File: src/usb_ep_pkg.sv
package usb_ep_pkg;

    // Register file geometry.
    localparam int NUM_EP = 16;
    localparam logic [7:0] ADDR_EP_BASE = 8'h00;
    localparam logic [7:0] ADDR_EP_LAST = 8'h3C;
    localparam logic [7:0] ADDR_STALL_STATUS = 8'h40;
    localparam logic [7:0] ADDR_STALL_MASK = 8'h44;
    localparam logic [7:0] ADDR_MODE = 8'h48;

    // Endpoint control field positions.
    localparam int BIT_LOW_SPEED = 7;
    localparam int BIT_NAK_RETRY_DIS = 6;
    localparam int BIT_CTRL_DIS = 4;
    localparam int BIT_RX = 3;
    localparam int BIT_TX = 2;
    localparam int BIT_STALL = 1;
    localparam int BIT_HSHK = 0;

    // Writable bits: bit 5 never stores, bits 7 and 6 only in endpoint zero in host mode.
    localparam logic [7:0] EP_WRITE_MASK_ZERO = 8'hDF;
    localparam logic [7:0] EP_WRITE_MASK_OTHER = 8'h1F;
    localparam logic [7:0] EP_RESET = 8'h00;
    localparam logic [15:0] STALL_RESET = 16'h0000;

    // AXI responses.
    localparam logic [1:0] RESP_OKAY = 2'h0;
    localparam logic [1:0] RESP_SLVERR = 2'h2;

    typedef struct packed {
        logic low_speed_direct_connect;
        logic nak_retry_disable;
        logic unused5;
        logic control_transfer_disable;
        logic receive_enable;
        logic transmit_enable;
        logic stall_status;
        logic handshake_enable;
    } endpoint_control_t;

    typedef struct packed {
        logic rx;
        logic tx;
        logic setup;
        logic handshake;
    } endpoint_grant_t;

endpackage : usb_ep_pkg

File: src/usb_ep_slice.sv
`timescale 1ns/10ps
module usb_ep_slice #(
    parameter bit IS_EP_ZERO = 1'b0
) (
    // Clock and reset.
    input wire logic aclk,
    input wire logic aresetn,
    // Software write.
    input wire logic write_en,
    input wire logic [7:0] write_data,
    // Bus side.
    input wire logic stall_event,
    input wire logic host_mode,
    // Register contents and derived grants.
    output usb_ep_pkg::endpoint_control_t ctrl,
    output usb_ep_pkg::endpoint_grant_t grant
);

    typedef struct packed {
        usb_ep_pkg::endpoint_control_t ctrl;
        usb_ep_pkg::endpoint_grant_t grant;
    } slice_state_t;

    slice_state_t s;
    slice_state_t next_s;
    logic zero_bits_live;

    assign zero_bits_live = IS_EP_ZERO && host_mode;

    always_comb begin
        next_s = s;
        if (write_en) begin
            next_s.ctrl = write_data & (zero_bits_live ? usb_ep_pkg::EP_WRITE_MASK_ZERO
                                                       : usb_ep_pkg::EP_WRITE_MASK_OTHER);
        end
        if (!zero_bits_live) begin
            next_s.ctrl.low_speed_direct_connect = 1'b0;
            next_s.ctrl.nak_retry_disable = 1'b0;
        end
        if (stall_event) begin
            next_s.ctrl.stall_status = 1'b1;
        end
        next_s.grant.rx = next_s.ctrl.receive_enable;
        next_s.grant.tx = next_s.ctrl.transmit_enable;
        next_s.grant.setup = next_s.ctrl.receive_enable && next_s.ctrl.transmit_enable
                             && !next_s.ctrl.control_transfer_disable;
        next_s.grant.handshake = next_s.ctrl.handshake_enable;
    end

    always_ff @(posedge aclk) begin
        if (!aresetn) begin
            s <= '{ctrl: usb_ep_pkg::EP_RESET, grant: '0};
        end else begin
            s <= next_s;
        end
    end

    assign ctrl = s.ctrl;
    assign grant = s.grant;

    a_stall_sticky: assert property (@(posedge aclk) disable iff (!aresetn)
        stall_event |=> ctrl.stall_status)
        else $error("stall event did not set stall status");
    a_setup_ignored: assert property (@(posedge aclk) disable iff (!aresetn)
        !(ctrl.receive_enable && ctrl.transmit_enable) |-> !grant.setup)
        else $error("setup granted without both directions");
    a_host_bits_zero: assert property (@(posedge aclk) disable iff (!aresetn)
        !zero_bits_live |=> !ctrl.low_speed_direct_connect && !ctrl.nak_retry_disable)
        else $error("host-only bits set outside endpoint zero host mode");
    a_bit5_zero: assert property (@(posedge aclk) disable iff (!aresetn)
        write_en && write_data[5] |=> !ctrl.unused5)
        else $error("bit 5 stored a write");

endmodule : usb_ep_slice

File: src/usb_ep_irq.sv
`timescale 1ns/10ps
module usb_ep_irq #(
    parameter int WIDTH = 16
) (
    // Clock and reset.
    input wire logic aclk,
    input wire logic aresetn,
    // Events and software access.
    input wire logic [WIDTH-1:0] event_in,
    input wire logic [WIDTH-1:0] clear_bits,
    input wire logic mask_we,
    input wire logic [WIDTH-1:0] mask_data,
    // State and request.
    output logic [WIDTH-1:0] status,
    output logic [WIDTH-1:0] mask,
    output logic irq
);

    typedef struct packed {
        logic [WIDTH-1:0] status;
        logic [WIDTH-1:0] mask;
        logic irq;
    } irq_state_t;

    irq_state_t s;
    irq_state_t next_s;

    always_comb begin
        next_s = s;
        // A new event in the clearing cycle stays set.
        next_s.status = (s.status & ~clear_bits) | event_in;
        if (mask_we) begin
            next_s.mask = mask_data;
        end
        next_s.irq = |(next_s.status & next_s.mask);
    end

    always_ff @(posedge aclk) begin
        if (!aresetn) begin
            s <= '0;
        end else begin
            s <= next_s;
        end
    end

    assign status = s.status;
    assign mask = s.mask;
    assign irq = s.irq;

endmodule : usb_ep_irq

File: src/usb_endpoint_control.sv
// Local design decisions: register access over AXI4-Lite and the register addresses.
`timescale 1ns/10ps
module usb_endpoint_control (
    // Clock and reset.
    input wire logic aclk,
    input wire logic aresetn,
    // AXI4-Lite write address.
    input wire logic awvalid,
    output logic awready,
    input wire logic [7:0] awaddr,
    input wire logic [2:0] awprot,
    // AXI4-Lite write data.
    input wire logic wvalid,
    output logic wready,
    input wire logic [31:0] wdata,
    input wire logic [3:0] wstrb,
    // AXI4-Lite write response.
    output logic bvalid,
    input wire logic bready,
    output logic [1:0] bresp,
    // AXI4-Lite read address.
    input wire logic arvalid,
    output logic arready,
    input wire logic [7:0] araddr,
    input wire logic [2:0] arprot,
    // AXI4-Lite read data.
    output logic rvalid,
    input wire logic rready,
    output logic [31:0] rdata,
    output logic [1:0] rresp,
    // USB engine side.
    input wire logic host_mode,
    input wire logic [15:0] stall_event,
    output logic [15:0] receive_enable,
    output logic [15:0] transmit_enable,
    output logic [15:0] setup_enable,
    output logic [15:0] handshake_enable,
    output logic low_speed_direct_connect,
    output logic nak_retry_disable,
    // Interrupt.
    output logic irq
);

    typedef struct packed {
        logic aw_ready;
        logic w_ready;
        logic aw_got;
        logic w_got;
        logic [7:0] aw_addr;
        logic [31:0] w_data;
        logic [3:0] w_strb;
        logic b_valid;
        logic [1:0] b_resp;
        logic ar_ready;
        logic r_valid;
        logic [31:0] r_data;
        logic [1:0] r_resp;
    } bus_state_t;

    bus_state_t s;
    bus_state_t next_s;

    usb_ep_pkg::endpoint_control_t ep_ctrl [usb_ep_pkg::NUM_EP];
    usb_ep_pkg::endpoint_grant_t ep_grant [usb_ep_pkg::NUM_EP];
    logic [15:0] ep_we;
    logic [15:0] stall_status;
    logic [15:0] stall_mask;
    logic [15:0] stall_clear;
    logic [15:0] lane_mask;
    logic stall_mask_we;
    logic write_fire;
    logic write_legal;
    logic read_fire;

    // Decoded access to one aligned word.
    function automatic logic addr_legal(input logic [7:0] addr);
        logic [7:0] word;
        word = {addr[7:2], 2'h0};
        addr_legal = (word <= usb_ep_pkg::ADDR_EP_LAST) || (word == usb_ep_pkg::ADDR_STALL_STATUS)
                     || (word == usb_ep_pkg::ADDR_STALL_MASK) || (word == usb_ep_pkg::ADDR_MODE);
    endfunction : addr_legal

    function automatic logic [31:0] read_word(input logic [7:0] addr);
        logic [7:0] word;
        word = {addr[7:2], 2'h0};
        read_word = 32'h0000_0000;
        if (word <= usb_ep_pkg::ADDR_EP_LAST) begin
            read_word = {24'h00_0000, ep_ctrl[addr[5:2]]};
        end else if (word == usb_ep_pkg::ADDR_STALL_STATUS) begin
            read_word = {16'h0000, stall_status};
        end else if (word == usb_ep_pkg::ADDR_STALL_MASK) begin
            read_word = {16'h0000, stall_mask};
        end else if (word == usb_ep_pkg::ADDR_MODE) begin
            read_word = {31'h0000_0000, host_mode};
        end
    endfunction : read_word

    assign write_fire = s.aw_got && s.w_got && !s.b_valid;
    assign write_legal = addr_legal(s.aw_addr);
    assign read_fire = s.ar_ready && arvalid;
    assign lane_mask = {{8{s.w_strb[1]}}, {8{s.w_strb[0]}}};

    // Register strobes, each qualified by the byte lanes it covers.
    always_comb begin
        ep_we = 16'h0000;
        stall_clear = 16'h0000;
        stall_mask_we = 1'b0;
        if (write_fire && write_legal) begin
            if (s.aw_addr[7:6] == 2'h0) begin
                ep_we[s.aw_addr[5:2]] = s.w_strb[0];
            end else if ({s.aw_addr[7:2], 2'h0} == usb_ep_pkg::ADDR_STALL_STATUS) begin
                stall_clear = s.w_data[15:0] & lane_mask;
            end else if ({s.aw_addr[7:2], 2'h0} == usb_ep_pkg::ADDR_STALL_MASK) begin
                stall_mask_we = |s.w_strb[1:0];
            end
        end
    end

    always_comb begin
        next_s = s;
        if (s.aw_ready && awvalid) begin
            next_s.aw_got = 1'b1;
            next_s.aw_addr = awaddr;
        end
        if (s.w_ready && wvalid) begin
            next_s.w_got = 1'b1;
            next_s.w_data = wdata;
            next_s.w_strb = wstrb;
        end
        if (s.b_valid && bready) begin
            next_s.b_valid = 1'b0;
        end
        if (write_fire) begin
            next_s.aw_got = 1'b0;
            next_s.w_got = 1'b0;
            next_s.b_valid = 1'b1;
            next_s.b_resp = write_legal ? usb_ep_pkg::RESP_OKAY : usb_ep_pkg::RESP_SLVERR;
        end
        next_s.aw_ready = !next_s.aw_got && !next_s.b_valid;
        next_s.w_ready = !next_s.w_got && !next_s.b_valid;
        if (s.r_valid && rready) begin
            next_s.r_valid = 1'b0;
        end
        if (read_fire) begin
            next_s.r_valid = 1'b1;
            next_s.r_data = read_word(araddr);
            next_s.r_resp = addr_legal(araddr) ? usb_ep_pkg::RESP_OKAY : usb_ep_pkg::RESP_SLVERR;
        end
        next_s.ar_ready = !next_s.r_valid;
    end

    always_ff @(posedge aclk) begin
        if (!aresetn) begin
            s <= '0;
        end else begin
            s <= next_s;
        end
    end

    genvar g;
    generate
        for (g = 0; g < usb_ep_pkg::NUM_EP; g++) begin : gen_ep
            usb_ep_slice #(
                .IS_EP_ZERO(g == 0)
            ) u_slice (
                .aclk(aclk),
                .aresetn(aresetn),
                .write_en(ep_we[g]),
                .write_data(s.w_data[7:0]),
                .stall_event(stall_event[g]),
                .host_mode(host_mode),
                .ctrl(ep_ctrl[g]),
                .grant(ep_grant[g])
            );
            assign receive_enable[g] = ep_grant[g].rx;
            assign transmit_enable[g] = ep_grant[g].tx;
            assign setup_enable[g] = ep_grant[g].setup;
            assign handshake_enable[g] = ep_grant[g].handshake;
        end
    endgenerate

    usb_ep_irq #(
        .WIDTH(16)
    ) u_irq (
        .aclk(aclk),
        .aresetn(aresetn),
        .event_in(stall_event),
        .clear_bits(stall_clear),
        .mask_we(stall_mask_we),
        .mask_data((stall_mask & ~lane_mask) | (s.w_data[15:0] & lane_mask)),
        .status(stall_status),
        .mask(stall_mask),
        .irq(irq)
    );

    assign low_speed_direct_connect = ep_ctrl[0].low_speed_direct_connect;
    assign nak_retry_disable = ep_ctrl[0].nak_retry_disable;

    assign awready = s.aw_ready;
    assign wready = s.w_ready;
    assign bvalid = s.b_valid;
    assign bresp = s.b_resp;
    assign arready = s.ar_ready;
    assign rvalid = s.r_valid;
    assign rdata = s.r_data;
    assign rresp = s.r_resp;

    a_write_answer: assert property (@(posedge aclk) disable iff (!aresetn)
        write_fire |=> bvalid && (bresp == (write_legal ? usb_ep_pkg::RESP_OKAY : usb_ep_pkg::RESP_SLVERR)))
        else $error("write response missing or wrong");
    a_read_answer: assert property (@(posedge aclk) disable iff (!aresetn)
        read_fire |=> rvalid && !arready)
        else $error("read response missing");
    a_upper_zero: assert property (@(posedge aclk) disable iff (!aresetn)
        read_fire && (araddr[7:6] == 2'h0) |=> rdata[31:8] == 24'h00_0000)
        else $error("endpoint upper bits not zero");
    a_low_speed: assert property (@(posedge aclk) disable iff (!aresetn)
        ep_we[0] && host_mode && s.w_data[7] ##1 host_mode |=> low_speed_direct_connect)
        else $error("low-speed direct connect not enabled");
    a_retry_off: assert property (@(posedge aclk) disable iff (!aresetn)
        ep_we[0] && host_mode && !s.w_data[6] |=> !nak_retry_disable)
        else $error("retry disable remained set");
    a_setup_block: assert property (@(posedge aclk) disable iff (!aresetn)
        ep_we[1] && (s.w_data[4:2] == 3'h7) |=> transmit_enable[1] && !setup_enable[1])
        else $error("setup allowed while control disabled");
    a_setup_allow: assert property (@(posedge aclk) disable iff (!aresetn)
        ep_we[1] && (s.w_data[4:2] == 3'h3) |=> setup_enable[1])
        else $error("setup not allowed");
    a_receive_gate: assert property (@(posedge aclk) disable iff (!aresetn)
        ep_we[2] |=> receive_enable[2] == $past(s.w_data[3]))
        else $error("receive enable does not follow write");
    a_transmit_gate: assert property (@(posedge aclk) disable iff (!aresetn)
        ep_we[3] |=> transmit_enable[3] == $past(s.w_data[2]))
        else $error("transmit enable does not follow write");
    a_handshake_gate: assert property (@(posedge aclk) disable iff (!aresetn)
        ep_we[4] |=> handshake_enable[4] == $past(s.w_data[0]))
        else $error("handshake enable does not follow write");
    a_stall_irq: assert property (@(posedge aclk) disable iff (!aresetn)
        stall_event[5] && stall_mask[5] |=> ep_ctrl[5].stall_status && irq)
        else $error("stall not reported");
    a_reset_clear: assert property (@(posedge aclk)
        !aresetn |=> (receive_enable == 16'h0000) && (transmit_enable == 16'h0000) && !irq
        && (handshake_enable == 16'h0000) && !low_speed_direct_connect && !nak_retry_disable)
        else $error("outputs not cleared by reset");

    c_write_done: cover property (@(posedge aclk) disable iff (!aresetn) bvalid && bready);
    c_read_done: cover property (@(posedge aclk) disable iff (!aresetn) rvalid && rready);
    c_stall_irq: cover property (@(posedge aclk) disable iff (!aresetn) $rose(irq));
    c_setup_on: cover property (@(posedge aclk) disable iff (!aresetn) setup_enable[0]);

endmodule : usb_endpoint_control

File: config.mk
export PLATFORM = sky130hd
export DESIGN_NAME = usb_endpoint_control
export DESIGN_NICKNAME = d
export VERILOG_FILES = /design/src/usb_ep_pkg.sv /design/src/usb_ep_slice.sv /design/src/usb_ep_irq.sv /design/src/usb_endpoint_control.sv
export SDC_FILE = /design/constraint.sdc
export NUM_CORES = 1
export LEC_CHECK = 0
export ABC_AREA = 1
export BUFFER_PORTS_ARGS = -buffer_cell sky130_fd_sc_hd__buf_2
export CAP_MARGIN = 20
export CORE_ASPECT_RATIO = 0.7
export CORE_UTILIZATION = 55
export DETAILED_ROUTE_END_ITERATION = 6
export PLACE_DENSITY = 0.87
export REMOVE_ABC_BUFFERS = 1
export SKIP_CTS_REPAIR_TIMING = 1
export SYNTH_ARGS = -nofsm -noshare
export SYNTH_HDL_FRONTEND = slang
export SYNTH_SLANG_ARGS = --single-unit
export TNS_END_PERCENT = 100
File: constraint.sdc
create_clock -name aclk -period 2.54 [get_ports aclk]
set_input_delay 0.508 -clock aclk [delete_from_list [all_inputs] [get_ports aclk]]
set_output_delay 0.508 -clock aclk [all_outputs]
set_load 0.01 [all_outputs]
==> flow_summary.yaml, run 1 <==
route:
  dr.pass1.iters: 7
  vias_per_cell: 5.727
  vias: 8905
  remaining_drc_errors: 1
  dr_wl_met3_um: 3756
  ant_nets: 0
  drt_iter0_drc: 1020
  m1WireLength_um: 11030
  highest_layer: "met4"
  wl_per_cell_um: 17.13
  routed_wirelength_um: 26640
  met2WireLength_um: 11160
floorplan:
  fp.dieH_um: 108.8
  pin_count: 190
  die-area_um2: 16800
  start_util_pct: 57.07
  die_x_um: 154.5
  core_area_um2: 15690
  rows: 38
global_route:
  antenna_found_initial: 0
  track_usage_pct: 31.66
  grt_max_degree: 63
  grt_pass1_vias: 7877
  grt_pass1_wl_um: 40810
  gr-total-overflow: 0
worst_setup_path:
  r2r_end: "gen_ep[14].u_slice.ctrl[4]"
  critPathKind: "register to register"
  rr_worst_depth: 12
  r2r-start: "s[81]"
  arrival_ns: 2.84
  startpoint_type: "register"
  cp_max_fo: 5
  endpoint_kind: "register"
  r2r_setup_slack_ns: 0.07
  crit_required_ns: 2.91
pwr:
  finalPower_mw: 6.279
  power_leakage_nw: 4.596
  power.density_nw_per_um2: 622.1
  ir_worst_vdd_mv: 0.4950
timing:
  period_share_pct: 97.42
  max_freq_ghz: 0.4041
  rsz0062_at_grt: "yes"
  slew_headroom_pct: 58.32
  setup_viol: 0
  max_slew.worst_pin.slew_ns: 0.6213
  setup_ws_ns: 0.06551
  skew_ns: 0.008222
  final_hold_viol_count: 0
  fin_crit_ns: 2.474
  report.final.slew_viol_count: 0
synthesis:
  yosysMostFrequentCell: "nand2_1"
  ys_ff_latch: 180
  netlist_top_cells_count: "239 x nand2_1, 180 x dfxtp_1, 140 x inv_1, 133 x o21ai_0, 113 x nor2_1"
  yosysWarnings: 0
  netlist_instances: 1257
  synth_edf_count: 0
  avgSynthCellArea_um2: 7.123
  synth_top_area_cell: "dfxtp_1"
  ys.flop_type: "dfxtp_1"
  synthTopCellsByArea: "dfxtp_1 40%, nand2_1 10%, o21ai_0 7.4%"
  synthDistinctLibCells: 43
  synth_top_area_share_pct: 40.25
  async_flop_share_pct: 0
  seq_area_frac_synth_pct: 40.25
  synth.cell_area_um2: 8954
clock_network:
  cts_tree: "done"
  numCtsBuffers: 17
  cts.clk_slew.worst_paths_ns: 0.06
  clk-insertion-delay-late_ns: 0.43
  clock-sinks: 180
  htree_levels: 4
  clockRootBuffer: "clkbuf_16"
  cts_buffer_depth: 2
status:
  outcome: "finished with violations"
  violations: "design-rule violations"
flow_run:
  cap_viol_max_count: 0
placed_design:
  preCtsSetupSlack_ns: -0.02131
  io_buffers: 143
  place_congestion: 0.9389
  dpl.hpwl_um: 18540
cells_and_area:
  fill_cells: 1334
  layout-drive-gt1-share_pct: 19.48
  nets: 1424
  insertedDiodeCount: 0
  syn_to_final_growth_pct: 12.73
worst_hold_path:
  min_to: "s[50]"
  min_path_type: "input pin to register"
  min_from: "wdata[7]"
  holdPathStages: 3
[layer usage]
layer | GRT usage [%] | vias up
met2 | 47.03 | 650
met3 | 10.73 | 77
li1 | - | 4166
met1 | 42.58 | 4012
met4 | 11.74 | 0
met5 | 0 | -
[cell families after synthesis]
group | after synthesis | share of synthesized area, %
buf+inv | 290 | 16.03
simple gates | 483 | 25.18
mux | 3 | 0.3354
compound gates | 300 | 18.17
flops | 180 | 40.25
other cells | 1 | 0.04188
[registers in the layout (all words and copies together), names as in the netlist]
name and count:
u_irq.status 16, u_irq.mask 16, bvalid 1, u_irq.irq 1, arready 1, gen_ep.u_slice.ctrl 67
lane_mask 2, gen_ep.u_slice.grant 31, bresp 1, s 24, wready 1, rresp 1
awready 1, rvalid 1, rdata 16
[layout by cell type, fill, tap and decap left out, types with 3 or more instances in the layout]
master,instances
o21ai_1,16
nor4_1,3
o21ai_0,133
mux2i_1,3
o211ai_1,8
nand3_1,47
or2_1,13
buf_4,45
nor2_4,3
clkbuf_16,17
o2111ai_1,3
clkbuf_8,3
dfxtp_1,178
nor3_2,11
nor3_1,16
nand2_1,239
buf_2,143
inv_1,140
nor2_2,3
a21oi_1,111
o22ai_1,3
nand3_2,6
nand3_4,4
clkbuf_1,5
a211oi_1,4
nor2_1,113
inv_2,7
a22oi_1,5
nand4_1,15
o221ai_1,11
nand4_4,3
conb_1,18
[worst max-delay path: stages, from the launching register on]
cell     delay (ns)
dfxtp_1        0.38
inv_1          0.08
nor2_2         0.21
nand3_1        0.16
nand2_1        0.11
inv_2          0.05
nand2_1        0.16
nand2_1        0.14
nor2_1         0.27
nand2_1        0.23
o21ai_0        0.42
inv_1          0.10
nor2_1         0.10
[metrics by stage]
step	hold WS, ns	instance area [um^2]	TNS (ns)	cells	utilization, %
floorplan	0.3987	8142	-30.61	1133	-
global placement	0.4289	9469	0	1520	60.35
detailed placement	0.4188	9469	-0.02269	1520	60.35
CTS	0.3303	10050	0	1552	64.07
global route	0.3360	10090	-0.03057	1555	64.33
finish	0.3249	10090	0	1555	64.33
[final cells by class]
| class | count | area [um^2] | share of cell area [%] |
|---|---|---|---|
| tap | 200 | 250.2 | 2.479 |
| clock inverter | 7 | 97.59 | 0.9669 |
| inverter | 149 | 559.3 | 5.541 |
| clock buffer | 25 | 485.5 | 4.810 |
| timing repair buffer | 190 | 1094 | 10.83 |
| sequential | 180 | 3606 | 35.73 |
| multi-input combinational | 804 | 4001 | 39.64 |
[worst max-delay path by stage]
stage          startpoint                     endpoint  slack, ns  cells after the start
2_1_floorplan      bvalid   gen_ep[2].u_slice.grant[1]      -0.58                      7
3_3_place_gp    araddr[4]                     rdata[7]       0.03                      9
3_5_place_dp    araddr[4]                     rdata[2]      -0.02                      9
4_1_cts             s[77]   gen_ep[2].u_slice.grant[1]       0.11                     11
5_1_grt             s[81]  gen_ep[10].u_slice.grant[1]      -0.02                     15
6_report            s[81]   gen_ep[14].u_slice.ctrl[4]       0.07                     12
[power breakdown]
part	leakage [nW]	total, mW	switching (mW)	internal, mW
combinational	2.85	0.663	0.458	0.205
clock	0.278	2.64	1.11	1.53
sequential	1.47	2.97	0.0673	2.91
total	4.60	6.28	1.64	4.64
No activity file was read; power rests on OpenSTA's default activity.
==> inputs of run 2 (changes only) <==
--- a/config.mk
+++ b/config.mk
@@ -9,9 +9,9 @@
 export BUFFER_PORTS_ARGS = -buffer_cell sky130_fd_sc_hd__buf_2
 export CAP_MARGIN = 20
 export CORE_ASPECT_RATIO = 0.7
-export CORE_UTILIZATION = 55
+export CORE_UTILIZATION = 59
 export DETAILED_ROUTE_END_ITERATION = 6
-export PLACE_DENSITY = 0.87
+export PLACE_DENSITY = 0.92
 export REMOVE_ABC_BUFFERS = 1
 export SKIP_CTS_REPAIR_TIMING = 1
 export SYNTH_ARGS = -nofsm -noshare
==> constraint.sdc (replaced) <==
create_clock -name aclk -period 2.87 [get_ports aclk]
set_input_delay 0.574 -clock aclk [delete_from_list [all_inputs] [get_ports aclk]]
set_output_delay 0.574 -clock aclk [all_outputs]
set_load 0.01 [all_outputs]
==> flow_summary.yaml, run 2 (same netlist as run 1, synthesis figures left out) <==
global_route:
  grt_pass1_vias: 7877
  track_usage_pct: 33.16
  grt_pass1_wl_um: 40380
  grt_util_met3_pct: 9.170
  use_met1_pct: 46.27
  top_usage_layer: "met2"
  grt_max_degree: 63
  gr-total-overflow: 0
  antenna_found_initial: 0
  gr-usage-met2_pct: 48.21
worst_setup_path:
  startpoint_type: "register"
  rr_worst_depth: 12
  endpoint_kind: "register"
  r2r_setup_slack_ns: 0.16
  r2r_end: "gen_ep[14].u_slice.grant[1]"
  arrival_ns: 3.06
  cp_slowest_stage_delay_ns: 0.68
  critPathKind: "register to register"
  crit_required_ns: 3.22
  crit_path_cell_trace: "inv_2 > nor2_1 > nand3_1 > nand2_1 > inv_2 > a21boi_4 > buf_4 > nand3_1 > nand2_1 > o21ai_0 > or2_1 > nor3_2"
  cp_max_fo: 10
  r2r-start: "s[78]"
  crit_slowest_cell: "dfxtp_1"
timing:
  skew_ns: 0.007357
  max_slew.worst_pin.slew_ns: 0.5997
  max_freq_ghz: 0.3691
  rsz0062_at_grt: "no"
  period_share_pct: 94.39
  setup_tns_ns: 0
  setup_viol: 0
  report.final.slew_viol_count: 0
  final_hold_viol_count: 0
  setup_ws_ns: 0.1609
  slew_headroom_pct: 59.98
  fin_crit_ns: 2.709
placed_design:
  placed_area_um2: 9338
  preCtsSetupSlack_ns: 0.3125
  place_congestion: 0.9798
  dpl.hpwl_um: 18010
  io_buffers: 143
clock_network:
  clk-insertion-delay-late_ns: 0.44
  clock-sinks: 180
  clockRootBuffer: "clkbuf_16"
  cts_buffer_depth: 2
  htree_levels: 4
  cts.clk_slew.worst_paths_ns: 0.07
  numCtsBuffers: 17
  cts_tree: "done"
worst_hold_path:
  min_path_type: "input pin to register"
  min_to: "s[82]"
  min_from: "awaddr[7]"
  holdPathStages: 3
floorplan:
  rows: 37
  die_x_um: 149.2
  pin_count: 190
  die-area_um2: 15680
  fp.dieH_um: 105.1
  start_util_pct: 60.63
  core_area_um2: 14770
cells_and_area:
  utilization_pct: 66.97
  nets: 1406
  syn_to_final_growth_pct: 10.47
  layout-drive-gt1-share_pct: 18.40
  final_cell_mix: "239 x nand2_1, 180 x dfxtp_1, 143 x buf_2, 140 x inv_1, 133 x o21ai_0"
  design_area_um2: 9891
  insertedDiodeCount: 0
  mostFrequentLayoutCell: "nand2_1"
  largest_register_ffs: 67
route:
  remaining_drc_errors: 0
  dr.pass1.iters: 7
  vias_per_cell: 5.771
  wl_per_cell_um: 16.92
  routed_wirelength_um: 25920
  ant_nets: 0
  vias: 8841
  drt_iter0_drc: 1210
pwr:
  p_sw_share_pct: 27.09
  clkPwrFrac_pct: 41.3
  pwr-share-comb_pct: 10.2
  p_sw_mw: 1.469
  power_leakage_nw: 4.494
  p_int_mw: 3.954
  finalPower_mw: 5.424
  power_frac_seq_pct: 48.4
  power.density_nw_per_um2: 548.4
  ir_worst_vdd_mv: 0.5239
flow_run:
  cap_viol_max_count: 0
status:
  outcome: "finished, final reports clean"
run 2: cell types whose count changed in the layout (fill, tap and decap cells not counted), moves of 2 or more:
cell,before,now
buf_4,45,28
clkbuf_1,5,3
clkbuf_8,3,1
clkinv_2,1,3
dfxtp_1,178,180
dfxtp_2,2,0
inv_6,0,3
run 2: critical path, delay by kind of cell, from the launching register on:
family,cells,cell delay (ns)
flip-flops,1,0.68
AO/OA/AOI/OAI,2,0.37
buffers and inverters,3,0.42
AND/OR/NAND/NOR,7,1.15
run 2: layout make-up:
type / instances / area (um^2)
fillers: 1211 / 4877
multi-input cells: 804 / 3985
flip-flops and latches: 180 / 3603
repair buffers: 172 / 945.9
inverters: 149 / 559.3
clock buffers: 21 / 450.4
well taps: 195 / 244.0
clock inverters: 11 / 102.6
run 2: power by group through the flow:
stage	Clock (mW)	Combinational, mW	Sequential, mW
global route	2.34	0.593	2.63
CTS	2.23	0.532	2.63
detailed placement	0	0.527	2.68
finish	2.24	0.554	2.63
global placement	0	0.511	2.68
floorplan	0	0.283	2.68
run 2: per-layer routing:
metal | wire, um | vias up
met3 | 3851 | 87
met4 | 780 | 0
met2 | 10880 | 667
li1 | - | 4127
met5 | 0 | -
met1 | 10400 | 3960
run 2: through the flow:
step | cells | hold slack (ns)
global route | 1532 | 0.4069
CTS | 1532 | 0.3878
finish | 1532 | 0.3889
detailed placement | 1500 | 0.4110
floorplan | 1133 | 0.3987
global placement | 1500 | 0.4148
run 2: worst max path at each step:
| stage | from | end | slack (ns) |
|---|---|---|---|
| after floorplan | bvalid | gen_ep[2].u_slice.grant[1] | -0.25 |
| final | s[78] | gen_ep[14].u_slice.grant[1] | 0.16 |
| after detailed placement | s[78] | u_irq.irq | 0.31 |
| after global placement | s[78] | u_irq.irq | 0.43 |
| after CTS | s[78] | gen_ep[14].u_slice.grant[1] | 0.22 |
| after global routing | s[78] | gen_ep[14].u_slice.grant[1] | 0.02 |
==> inputs of run 3 (changes only) <==
--- a/config.mk
+++ b/config.mk
@@ -9,6 +9,7 @@
 export BUFFER_PORTS_ARGS = -buffer_cell sky130_fd_sc_hd__buf_2
 export CAP_MARGIN = 20
 export CORE_ASPECT_RATIO = 0.7
+export CORE_MARGIN = 5
 export CORE_UTILIZATION = 59
 export DETAILED_ROUTE_END_ITERATION = 6
 export PLACE_DENSITY = 0.92
@@ -17,4 +18,4 @@
 export SYNTH_ARGS = -nofsm -noshare
 export SYNTH_HDL_FRONTEND = slang
 export SYNTH_SLANG_ARGS = --single-unit
-export TNS_END_PERCENT = 100
+export TNS_END_PERCENT = 1
==> flow_summary.yaml, run 3 (same netlist as run 1, synthesis figures left out) <==
worst_hold_path:
  min_path_type: "input pin to register"
cells_and_area:
  utilization_pct: 67.26
  insertedDiodeCount: 0
  nets: 1407
  largest_register_ffs: 67
  layout-drive-gt1-share_pct: 18.70
  mostFrequentLayoutCell: "nand2_1"
  syn_to_final_growth_pct: 10.94
  final_cell_mix: "239 x nand2_1, 178 x dfxtp_1, 143 x buf_2, 140 x inv_1, 132 x o21ai_0"
  fill_cells: 1160
pwr:
  p_sw_mw: 1.465
  finalPower_mw: 5.524
  power_leakage_nw: 4.518
  ir_worst_vdd_mv: 0.3816
  p_int_mw: 4.059
  clkPwrFrac_pct: 42.3
  p_sw_share_pct: 26.52
  power_frac_seq_pct: 47.6
  power.density_nw_per_um2: 556.1
  pwr-share-comb_pct: 10.1
global_route:
  grt_max_degree: 77
  grt_pass1_vias: 8240
  track_usage_pct: 29.81
  antenna_found_initial: 0
  grt_pass1_wl_um: 42210
  gr-total-overflow: 0
clock_network:
  numCtsBuffers: 17
  cts_buffer_depth: 2
  clockRootBuffer: "clkbuf_16"
  clk-insertion-delay-late_ns: 0.44
  clock-sinks: 180
  cts.clk_slew.worst_paths_ns: 0.07
  cts_tree: "done"
  htree_levels: 4
placed_design:
  dpl.hpwl_um: 18780
  io_buffers: 143
  place_congestion: 0.9929
timing:
  setup_viol: 0
  skew_ns: 0.01202
  fin_crit_ns: 2.545
  max_slew.worst_pin.slew_ns: 0.6192
  rsz0062_at_grt: "no"
  final_hold_viol_count: 0
  max_freq_ghz: 0.3930
  period_share_pct: 88.66
  slew_headroom_pct: 58.72
  report.final.slew_viol_count: 0
worst_setup_path:
  r2r-start: "s[78]"
  r2r_end: "gen_ep[6].u_slice.ctrl[4]"
  startpoint_type: "register"
  cp_max_fo: 9
  startpoint: "s[78]"
  rr_worst_depth: 12
  r2r_setup_slack_ns: 0.33
  endpoint_kind: "register"
  arrival_ns: 2.92
  critPathKind: "register to register"
  crit_required_ns: 3.25
  crit_end: "gen_ep[6].u_slice.ctrl[4]"
flow_run:
  cap_viol_max_count: 0
floorplan:
  core_area_um2: 14770
  rows: 37
  fp.dieH_um: 113.1
  pin_count: 190
  die-area_um2: 17780
  die_x_um: 157.2
  start_util_pct: 60.63
status:
  outcome: "finished with violations"
  violations: "design-rule violations"
route:
  wl_per_cell_um: 17.58
  remaining_drc_errors: 2
  vias_per_cell: 5.796
  dr.pass1.iters: 7
  drt_iter0_drc: 1217
  vias: 8879
  routed_wirelength_um: 26940
  ant_nets: 0
==> run 3: area by class of cell <==
class / instances / area [um^2] / area share, %
inverter: 149 / 559.3 / 5.630
clock buffer: 20 / 456.7 / 4.598
sequential: 180 / 3606 / 36.30
clock inverter: 11 / 128.9 / 1.297
multi-input combinational: 804 / 3985 / 40.12
tap: 195 / 244.0 / 2.456
timing repair buffer: 173 / 953.4 / 9.598
==> run 3: how the worst min path moves through the flow <==
stage	from	to	slack (ns)	cells after the start
global placement	s[84]	awready	0.41	1
global route	stall_event[1]	gen_ep[1].u_slice.ctrl[1]	0.38	3
finish	stall_event[1]	gen_ep[1].u_slice.ctrl[1]	0.38	3
CTS	stall_event[1]	gen_ep[1].u_slice.ctrl[1]	0.38	3
floorplan	s[84]	awready	0.40	1
detailed placement	s[83]	wready	0.43	1
==> run 3: metrics by stage <==
stage | std cells | TNS [ns] | worst slack [ns] | instance area [um^2] | hold WS, ns
after floorplan | 1133 | -4.740 | -0.2490 | 8142 | 0.3987
after global placement | 1501 | 0 | 0.2898 | 9345 | 0.4141
after detailed placement | 1501 | 0 | 0.2696 | 9345 | 0.4326
after CTS | 1532 | 0 | 0.2094 | 9931 | 0.3808
after global routing | 1532 | 0 | 0.09528 | 9933 | 0.3847
final | 1532 | 0 | 0.3253 | 9933 | 0.3825
==> run 3: critical path: stages, from the launching register on <==
cell	delay (ns)
dfxtp_2	0.49
inv_2	0.06
nor2_1	0.22
nand3_1	0.11
nand2_1	0.08
inv_2	0.05
nand2_1	0.27
nand2_1	0.17
nor2_1	0.23
nand2_1	0.20
o21ai_0	0.37
inv_1	0.11
nor2_1	0.10
==> run 3: layer usage <==
| layer | global-route usage [%] | wire (um) |
|---|---|---|
| met5 | 0 | 0 |
| met2 | 44.21 | 11480 |
| met1 | 40.00 | 10390 |
| met4 | 10.89 | 969 |
| met3 | 10.89 | 4093 |
==> run 3: power groups by stage <==
stage	Sequential [mW]	Clock (mW)	Combinational, mW
floorplan	2.68	0	0.283
finish	2.63	2.34	0.555
global placement	2.68	0	0.511
global route	2.64	2.45	0.596
detailed placement	2.68	0	0.527
CTS	2.63	2.33	0.534
